## src/hdl/bss_pkg.sv

```systemverilog
package bss_pkg;

  // ***************************************************************
  // timebase
  // ***************************************************************
  localparam int CLK_MHZ = 50;
  localparam int BAT_PERIOD_MS = 200;
  localparam int BAT_ON_US = 25;
  localparam int CE_HOLD_US = 15;
  // exact products of whole microseconds, never below one cycle
  localparam int BAT_ON_CYC = (BAT_ON_US * CLK_MHZ < 1) ? 1 : BAT_ON_US * CLK_MHZ;
  localparam int CE_HOLD_CYC = (CE_HOLD_US * CLK_MHZ < 1) ? 1 : CE_HOLD_US * CLK_MHZ;
  localparam int BAT_PERIOD_CYC = BAT_PERIOD_MS * 1000 * CLK_MHZ;
  localparam int RESET_DELAY_CYC = 1000;
  localparam int CNT_W = 32;

  // ***************************************************************
  // synchronised input bit positions
  // ***************************************************************
  localparam int SYNC_W = 13;
  localparam int IX_VDD_PRESENT = 0;
  localparam int IX_VDD_SW_FALL = 1;
  localparam int IX_VDD_SW_RISE = 2;
  localparam int IX_VDD_GT_BAT = 3;
  localparam int IX_VOUT_OK = 4;
  localparam int IX_BAT_GOOD = 5;
  localparam int IX_PF_ABOVE = 6;
  localparam int IX_PF_ABOVE_HYST = 7;
  localparam int IX_MR_N = 8;
  localparam int IX_FORCE = 9;
  localparam int IX_CE_IN = 10;
  localparam int IX_PF_PIN = 11;
  localparam int IX_BAT_PRESENT = 12;
  localparam logic [SYNC_W-1:0] SYNC_RST = 13'h0000;

  // ***************************************************************
  // register map
  // ***************************************************************
  localparam logic [11:0] OFF_CTRL = 12'h000;
  localparam logic [11:0] OFF_STATUS = 12'h004;
  localparam int CTRL_FORCE_BIT = 0;
  localparam int CTRL_CHECK_OFF_BIT = 1;
  localparam logic [1:0] CTRL_RST = 2'h0;
  localparam logic BAT_GOOD_RST = 1'b1;
  localparam logic PF_FLAG_RST = 1'b1;

  // ***************************************************************
  // freshness-seal states
  // ***************************************************************
  typedef enum logic [1:0] {
    SEAL_OFF = 2'b00,
    SEAL_ARMED = 2'b01,
    SEAL_ON = 2'b10
  } bss_seal_t;

endpackage

```

## src/hdl/bss_sync_if.sv

```systemverilog
`timescale 1ns/1ps
interface bss_sync_if #(parameter int W = 13);
  logic [W-1:0] raw;
  logic [W-1:0] clean;
  modport sync (input raw, output clean);
  modport user (output raw, input clean);
endinterface

```

## src/hdl/bss_supervisor.sv

```systemverilog
// Chosen here: the APB slave port and the register offsets.
`timescale 1ns/1ps

module bss_supervisor
  import bss_pkg::*;
#(
  parameter int BAT_PERIOD = bss_pkg::BAT_PERIOD_CYC,
  parameter int RESET_DELAY = bss_pkg::RESET_DELAY_CYC
) (
  // apb slave
  input wire logic pclk,
  input wire logic presetn,
  input wire logic psel,
  input wire logic penable,
  input wire logic pwrite,
  input wire logic [11:0] paddr,
  input wire logic [31:0] pwdata,
  output logic [31:0] prdata,
  output logic pready,
  output logic pslverr,
  // comparator results, asynchronous
  input wire logic vdd_present,
  input wire logic vdd_above_sw_falling,
  input wire logic vdd_above_sw_rising,
  input wire logic vdd_above_battery,
  input wire logic vout_above_reset,
  input wire logic battery_present,
  input wire logic battery_above_good,
  input wire logic powerfail_above,
  input wire logic powerfail_above_hyst,
  // user pins
  input wire logic manual_reset_n,
  input wire logic force_backup,
  input wire logic chip_enable_in,
  input wire logic powerfail_flag_in,
  // supply control and status
  output logic battery_path_active,
  output logic battery_connect,
  output logic battery_load_en,
  output logic battery_good_flag,
  output logic reset_out_n,
  // power-fail flag pin
  output logic powerfail_flag_n,
  output logic powerfail_flag_oe_n,
  // chip-enable gate
  output logic chip_enable_out,
  output logic chip_enable_pullup,
  output logic chip_enable_in_hiz
);
  import bss_pkg::*;

  // ***************************************************************
  // input synchronisers
  // ***************************************************************
  bss_sync_if #(.W(SYNC_W)) sif();
  logic [SYNC_W-1:0] in_s;

  assign sif.raw = {battery_present, powerfail_flag_in, chip_enable_in, force_backup,
                    manual_reset_n, powerfail_above_hyst, powerfail_above, battery_above_good,
                    vout_above_reset, vdd_above_battery, vdd_above_sw_rising,
                    vdd_above_sw_falling, vdd_present};
  assign in_s = sif.clean;

  bss_sync #(.W(SYNC_W), .RST_VAL(SYNC_RST)) u_sync (
    .pclk(pclk),
    .presetn(presetn),
    .port(sif)
  );

  // ***************************************************************
  // register file
  // ***************************************************************
  logic [1:0] ctrl, next_ctrl;
  logic [31:0] rdata, next_rdata;
  logic err, next_err;
  logic setup;
  logic access;
  logic [31:0] status_word;

  // zero wait states: read data is latched in the setup cycle, a write lands in the access cycle
  assign setup = psel && !penable;
  assign access = psel && penable;
  assign pready = 1'b1;
  assign prdata = rdata;
  assign pslverr = err;

  // ***************************************************************
  // core state
  // ***************************************************************
  bss_seal_t seal, next_seal;
  logic bat_sel, next_bat_sel;
  logic rst_n, next_rst_n;
  logic [CNT_W-1:0] rst_cnt, next_rst_cnt;
  logic ce_blk, next_ce_blk;
  logic [CNT_W-1:0] ce_cnt, next_ce_cnt;
  logic ce_q, next_ce_q;
  logic [CNT_W-1:0] per_cnt, next_per_cnt;
  logic [CNT_W-1:0] on_cnt, next_on_cnt;
  logic load, next_load;
  logic good, next_good;
  logic pf, next_pf;
  logic rst_cond, force_any, release_edge;

  assign status_word = {22'h000000, seal, in_s[IX_VOUT_OK], in_s[IX_VDD_PRESENT],
                        load, pf, ce_blk, good, rst_n, bat_sel};

  // reset stays asserted under manual reset, low supply, or sealed without supply
  assign rst_cond = !in_s[IX_MR_N] || !in_s[IX_VOUT_OK]
                    || (seal == SEAL_ON && !in_s[IX_VDD_PRESENT]);
  assign force_any = in_s[IX_FORCE] || ctrl[CTRL_FORCE_BIT];
  assign release_edge = !rst_n && next_rst_n;

  // register access decode
  always_comb begin
    next_ctrl = ctrl;
    next_rdata = rdata;
    next_err = err;
    if (setup) begin
      next_err = 1'b0;
      next_rdata = 32'h00000000;
      if (paddr == OFF_CTRL) begin
        next_rdata = pwrite ? 32'h00000000 : {30'h00000000, ctrl};
      end else if (paddr == OFF_STATUS) begin
        next_rdata = pwrite ? 32'h00000000 : status_word;
      end else begin
        next_err = 1'b1;
      end
    end
    // a write takes effect only when the transfer completes, never in its setup cycle
    if (access && pwrite && paddr == OFF_CTRL) begin
      next_ctrl = pwdata[1:0];
    end
  end

  always_ff @(posedge pclk or negedge presetn) begin
    if (!presetn) begin
      ctrl <= CTRL_RST;
      rdata <= 32'h00000000;
      err <= 1'b0;
    end else begin
      ctrl <= next_ctrl;
      rdata <= next_rdata;
      err <= next_err;
    end
  end

  // supply, reset, seal, chip-enable and battery check next values
  always_comb begin
    next_seal = seal;
    next_bat_sel = bat_sel;
    next_rst_n = rst_n;
    next_rst_cnt = rst_cnt;
    next_ce_blk = ce_blk;
    next_ce_cnt = ce_cnt;
    next_ce_q = in_s[IX_CE_IN];
    next_per_cnt = per_cnt;
    next_on_cnt = on_cnt;
    next_load = load;
    next_good = good;
    next_pf = pf;

    // reset delay restarts whenever a reset cause is seen
    if (rst_cond) begin
      next_rst_n = 1'b0;
      next_rst_cnt = '0;
    end else if (!rst_n) begin
      if (rst_cnt >= CNT_W'(RESET_DELAY - 1)) begin
        next_rst_n = 1'b1;
      end else begin
        next_rst_cnt = rst_cnt + 1'b1;
      end
    end

    // freshness seal sequence
    case (seal)
      SEAL_OFF: begin
        if (in_s[IX_VDD_PRESENT] && in_s[IX_BAT_PRESENT] && !in_s[IX_PF_PIN]
            && in_s[IX_PF_ABOVE] && !in_s[IX_MR_N] && in_s[IX_VOUT_OK]) begin
          next_seal = SEAL_ARMED;
        end
      end
      SEAL_ARMED: begin
        if (!in_s[IX_VDD_PRESENT]) begin
          next_seal = SEAL_ON;
        end else if (in_s[IX_PF_PIN] || in_s[IX_MR_N]) begin
          next_seal = SEAL_OFF;
        end
      end
      SEAL_ON: begin
        if (release_edge && in_s[IX_VDD_PRESENT]) begin
          next_seal = SEAL_OFF;
        end
      end
      default: begin
        next_seal = SEAL_OFF;
      end
    endcase

    // source selection; a sealed battery is never switched in
    if (seal == SEAL_ON) begin
      next_bat_sel = 1'b0;
    end else if (!bat_sel) begin
      if (force_any || (!in_s[IX_VDD_GT_BAT] && !in_s[IX_VDD_SW_FALL])) begin
        next_bat_sel = 1'b1;
      end
    end else if (!force_any && (in_s[IX_VDD_GT_BAT] || in_s[IX_VDD_SW_RISE])) begin
      next_bat_sel = 1'b0;
    end

    // chip-enable gate: hold off blocking so a write in flight can finish
    if (rst_n) begin
      next_ce_blk = 1'b0;
      next_ce_cnt = '0;
    end else if (!ce_blk) begin
      if (in_s[IX_CE_IN] || ce_cnt >= CNT_W'(CE_HOLD_CYC - 1)) begin
        next_ce_blk = 1'b1;
      end else begin
        next_ce_cnt = ce_cnt + 1'b1;
      end
    end

    // power-fail comparator with hysteresis
    if (!in_s[IX_PF_ABOVE]) begin
      next_pf = 1'b0;
    end else if (in_s[IX_PF_ABOVE_HYST]) begin
      next_pf = 1'b1;
    end

    // periodic battery check only while out of reset and not sealed
    if (!rst_n || seal == SEAL_ON || ctrl[CTRL_CHECK_OFF_BIT]) begin
      next_per_cnt = '0;
      next_on_cnt = '0;
      next_load = 1'b0;
    end else if (load) begin
      next_per_cnt = per_cnt + 1'b1;
      if (on_cnt >= CNT_W'(BAT_ON_CYC - 1)) begin
        next_load = 1'b0;
        next_good = in_s[IX_BAT_GOOD];
      end else begin
        next_on_cnt = on_cnt + 1'b1;
      end
    end else if (per_cnt >= CNT_W'(BAT_PERIOD - 1)) begin
      next_per_cnt = '0;
      next_on_cnt = '0;
      next_load = 1'b1;
    end else begin
      next_per_cnt = per_cnt + 1'b1;
    end
  end

  always_ff @(posedge pclk or negedge presetn) begin
    if (!presetn) begin
      seal <= SEAL_OFF;
      bat_sel <= 1'b0;
      rst_n <= 1'b0;
      rst_cnt <= '0;
      ce_blk <= 1'b1;
      ce_cnt <= '0;
      ce_q <= 1'b1;
      per_cnt <= '0;
      on_cnt <= '0;
      load <= 1'b0;
      good <= BAT_GOOD_RST;
      pf <= PF_FLAG_RST;
    end else begin
      seal <= next_seal;
      bat_sel <= next_bat_sel;
      rst_n <= next_rst_n;
      rst_cnt <= next_rst_cnt;
      ce_blk <= next_ce_blk;
      ce_cnt <= next_ce_cnt;
      ce_q <= next_ce_q;
      per_cnt <= next_per_cnt;
      on_cnt <= next_on_cnt;
      load <= next_load;
      good <= next_good;
      pf <= next_pf;
    end
  end

  // ***************************************************************
  // outputs
  // ***************************************************************
  assign battery_path_active = bat_sel;
  assign battery_connect = (seal != SEAL_ON);
  assign battery_load_en = load;
  assign battery_good_flag = good;
  assign reset_out_n = rst_n;
  assign powerfail_flag_n = pf;
  // the flag pin is released while sealed so it may be left floating
  assign powerfail_flag_oe_n = (seal == SEAL_ON);
  // blocked path forces the output high through the pull-up
  assign chip_enable_out = ce_blk ? 1'b1 : ce_q;
  assign chip_enable_pullup = ce_blk;
  assign chip_enable_in_hiz = ce_blk;

endmodule

```

## src/hdl/bss_sync.sv

```systemverilog
`timescale 1ns/1ps
module bss_sync #(
  parameter int W = 13,
  parameter logic [W-1:0] RST_VAL = '0
) (
  // clock and reset
  input wire logic pclk,
  input wire logic presetn,
  // raw pins in, filtered levels out
  bss_sync_if.sync port
);

  genvar i;
  generate
    for (i = 0; i < W; i++) begin : g_bit
      logic s1, s2, s3, clean;
      logic next_clean;

      // a change counts only once stage two and three agree
      always_comb begin
        next_clean = (s2 == s3) ? s3 : clean;
      end

      // stage one feeds stage two only
      always_ff @(posedge pclk or negedge presetn) begin
        if (!presetn) begin
          s1 <= RST_VAL[i];
          s2 <= RST_VAL[i];
          s3 <= RST_VAL[i];
          clean <= RST_VAL[i];
        end else begin
          s1 <= port.raw[i];
          s2 <= s1;
          s3 <= s2;
          clean <= next_clean;
        end
      end

      assign port.clean[i] = clean;
    end
  endgenerate

endmodule

```

## config.mk

```make
export PLATFORM = sky130hd
export DESIGN_NAME = bss_supervisor
export DESIGN_NICKNAME = d
export VERILOG_FILES = /design/src/hdl/bss_pkg.sv /design/src/hdl/bss_sync_if.sv /design/src/hdl/bss_supervisor.sv /design/src/hdl/bss_sync.sv
export SDC_FILE = /design/constraint.sdc
export NUM_CORES = 1
export LEC_CHECK = 0
export ABC_CLOCK_PERIOD_IN_PS = 6260
export BUFFER_PORTS_ARGS = -buffer_cell sky130_fd_sc_hd__buf_2
export CORE_ASPECT_RATIO = 0.8
export CORE_MARGIN = 2
export CORE_UTILIZATION = 55
export DETAILED_ROUTE_END_ITERATION = 12
export HOLD_SLACK_MARGIN = 0.15
export PLACE_DENSITY_LB_ADDON = 0.08
export SYNTH_ARGS = -nofsm -noshare
export SYNTH_HDL_FRONTEND = slang
export SYNTH_SLANG_ARGS = --single-unit
```

## constraint.sdc

```tcl
create_clock -name pclk -period 6.26 [get_ports pclk]
set_clock_uncertainty 0.1 [all_clocks]
set_input_delay 0.313 -clock pclk [delete_from_list [all_inputs] [get_ports pclk]]
set_output_delay 0.313 -clock pclk [all_outputs]
set_load 0.01 [all_outputs]
```

==> impl_metrics.yaml <==
synthesis:
  yosys_most_used_dff: "dfrtp_1"
  avgSynthCellArea_um2: 11.7
  synthTopCellsByCount: "198 x dfrtp_1, 67 x nor2_1, 45 x and2_1, 33 x nor4_1, 31 x xnor2_1"
  synth-warning-count: 0
  synth_edf_count: 0
  synth_area_um2: 8180
  ys_ff_latch: 202
  synthArstFlopShare: 1.00
  ys_types: 54
  ys_top_cells_by_area: "dfrtp_1 61%, and2_1 3.4%, xnor2_1 3.3%"
  synth_top_area_frac: 0.606
  synth_cells: 701
  ys_seq_area_frac: 0.619
  yosysTopAreaCell: "dfrtp_1"
  synth.most_common_cell: "dfrtp_1"
setup_path:
  end_kind: "flop"
  crit_type: "reg -> reg"
  critical_path.startpoint: "per_cnt[22]"
  rr_startpoint: "per_cnt[22]"
  path_max_fanout: 41
  required_ns: 6.48
  arrival_ns: 2.90
  critPathLaunchType: "flop"
clocking:
  cts_tree: "built"
  clockBufferDepth: 3
  path_clk_slew_ns: 0.06
  h-tree-depth: 1
  cts_sinks: 202
  insertion_delay_ns: 0.49
  clock-root-buffer: "clkbuf_16"
  cts_buffers: 21
hold_path:
  holdCritStartpoint: "u_sync.g_bit[12].s1"
  hold_path_class: "reg -> reg"
route:
  dr_total_vias: 5242
  antenna_left: 0
  drt_first_iter_violations: 272
  routedWlPerCell_um: 15.8
  dr.pass1.iters: 4
  drt-total-wl_um: 15400
  vias_per_cell: 5.38
  drc: 0
timing:
  min_period_ns: 2.68
  drv_slew: 0
  rsz0062_at_grt: "false"
  tightest_slew_ns: 1.13
  period_share: 0.427
  fin_setup_tns_ns: 0
  hold_viol_final: 0
  setup_viol: 0
  whs_ns: 0.248
  slew_headroom: 0.242
  fmax_mhz: 374
  setup_ws_ns: 3.58
place:
  placed_area_um2: 8510
  io_buffers: 52
  dp_hpwl_um: 9820
  gp_congestion: 0.794
  post-place-ws_ns: 3.44
flow_run:
  drv_cap: 0
grt:
  grt.overflow.total: 0
  grt_max_degree: 127
  track_usage: 0.201
  grt_pass1_wl_um: 26100
  antenna_found_initial: 0
  grt_pass1_vias: 5201
die:
  fp-row-count: 39
  ioPinCount: 106
  start_util: 0.568
  die_height_um: 113
  core_area_um2: 14400
  die_w_um: 140
  dieArea_um2: 15900
layout:
  syn2layout_area_growth_pct: 15.9
  num_antenna_cells: 0
  drive_above_1_share: 0.140
  postLayoutCoreUtil: 0.658
  fin_area_um2: 9480
  fin_nets: 846
pwr:
  power.density_nw_per_um2: 299
  power.leakage_uw: 0.00431
  vdd_ir_drop_max_uv: 252
run_status:
  status: "finished clean"
[critical path: stages (launching register included)]
cell and delay [ns]:
dfrtp_1 0.42, or4b_2 0.71, nand2b_1 0.22, o21ai_4 0.85, o21ai_0 0.21
[timing repair]
action                    4_1_cts  5_1_grt
gates resized for setup         0        0
hold endpoints to repair      138        0
setup buffers                   0        0
hold buffers                   21        0
[power breakdown]
part / leakage [uW] / internal (uW) / switching (uW)
Sequential: 0.00267 / 1340 / 31.5
Clock: 0.000366 / 833 / 491
Combinational: 0.00127 / 50.8 / 85.4
[final cells by class]
cell class | count | area, um^2
sequential | 202 | 5060
clock buffer | 30 | 599
timing repair buffer | 75 | 494
inverter | 14 | 52.6
multi-input combinational | 462 | 2890
tap | 184 | 230
fill | 1078 | 4920
clock inverter | 8 | 148
[flip-flops by register name (all words and copies together) (netlist names)]
signal               flops
battery_good_flag        1
battery_load_en          1
battery_path_active      1
ce_cnt                  32
ce_q                     1
chip_enable_in_hiz       1
ctrl                     2
on_cnt                  32
per_cnt                 32
powerfail_flag_n         1
prdata                  10
pslverr                  1
reset_out_n              1
rst_cnt                 32
seal                     2
u_sync.g_bit.clean      13
u_sync.g_bit.s1         13
u_sync.g_bit.s2         13
u_sync.g_bit.s3         13
[final timing paths]
path                                       end  slack (ns)  depth (start not counted)
min in group asynchronous          per_cnt[27]        0.44                          2
setup / recovery                     on_cnt[0]        3.58                          4
hold reg to reg            u_sync.g_bit[12].s2        0.25                          0
hold / removal             u_sync.g_bit[12].s2        0.25                          0
setup reg to reg                     on_cnt[0]        3.58                          4
max in group asynchronous          rst_cnt[26]        4.04                          3
[layer usage]
metal  GRT usage  vias up  routed length [um]
li1            -     2534                   -
met1       0.303     2582                7650
met2       0.312      100                6840
met3      0.0351       26                 619
met4      0.0438        0                 285
met5           0        -                   0
[kinds of logic (layout without fill, tap and decap cells)]
logic type / Yosys count / after routing / share of synthesized area
AOI/OAI and AO/OA: 69 / 69 / 0.0568
xor gates and xnor gates: 36 / 36 / 0.0386
adders and majority gates: 21 / 21 / 0.0282
buffers and inverters: 58 / 127 / 0.0390
DFF: 202 / 202 / 0.619
muxes: 11 / 11 / 0.0145
other: 2 / 23 / 0.000919
and+or+nand+nor: 302 / 302 / 0.203
[cells in the final DEF (no fill, tap or decap), types with 3 or more instances in the layout]
| cell type | Yosys | routed |
|---|---|---|
| nor4_1 | 33 | 33 |
| buf_2 | 8 | 51 |
| o31ai_1 | 3 | 3 |
| nand3_1 | 23 | 23 |
| clkbuf_8 | 0 | 5 |
| maj3_1 | 13 | 13 |
| nand2_1 | 29 | 29 |
| xnor2_1 | 31 | 31 |
| o21ai_0 | 13 | 13 |
| ha_1 | 8 | 8 |
| clkbuf_16 | 0 | 21 |
| a22o_1 | 8 | 8 |
| nor2b_1 | 29 | 29 |
| nor2_1 | 67 | 67 |
| and3_1 | 10 | 10 |
| nor3_1 | 13 | 13 |
| mux2_2 | 7 | 7 |
| nand2b_1 | 7 | 7 |
| dfstp_2 | 4 | 4 |
| nor3b_1 | 3 | 3 |
| or4_1 | 3 | 3 |
| xor2_1 | 5 | 5 |
| and4_1 | 4 | 4 |
| nand3b_1 | 3 | 3 |
| dlygate4sd3_1 | 0 | 21 |
| inv_1 | 14 | 14 |
| and2_1 | 45 | 45 |
| a31o_2 | 3 | 3 |
| conb_1 | 2 | 23 |
| clkbuf_1 | 11 | 5 |
| o21a_1 | 4 | 4 |
| a31oi_1 | 5 | 5 |
| a21oi_1 | 15 | 15 |
| dfrtp_1 | 198 | 198 |
| mux2i_1 | 4 | 4 |
| nand4_1 | 18 | 18 |
| or3_1 | 7 | 7 |
| bufinv_16 | 0 | 4 |
[stage by stage]
step | total power (uW) | instances
global route | 2950 | 975
finish | 2840 | 975
global placement | 1520 | 916
CTS | 2860 | 975
floorplan | 1470 | 722
detailed placement | 1530 | 916
(Power assumes the default switching activity.)
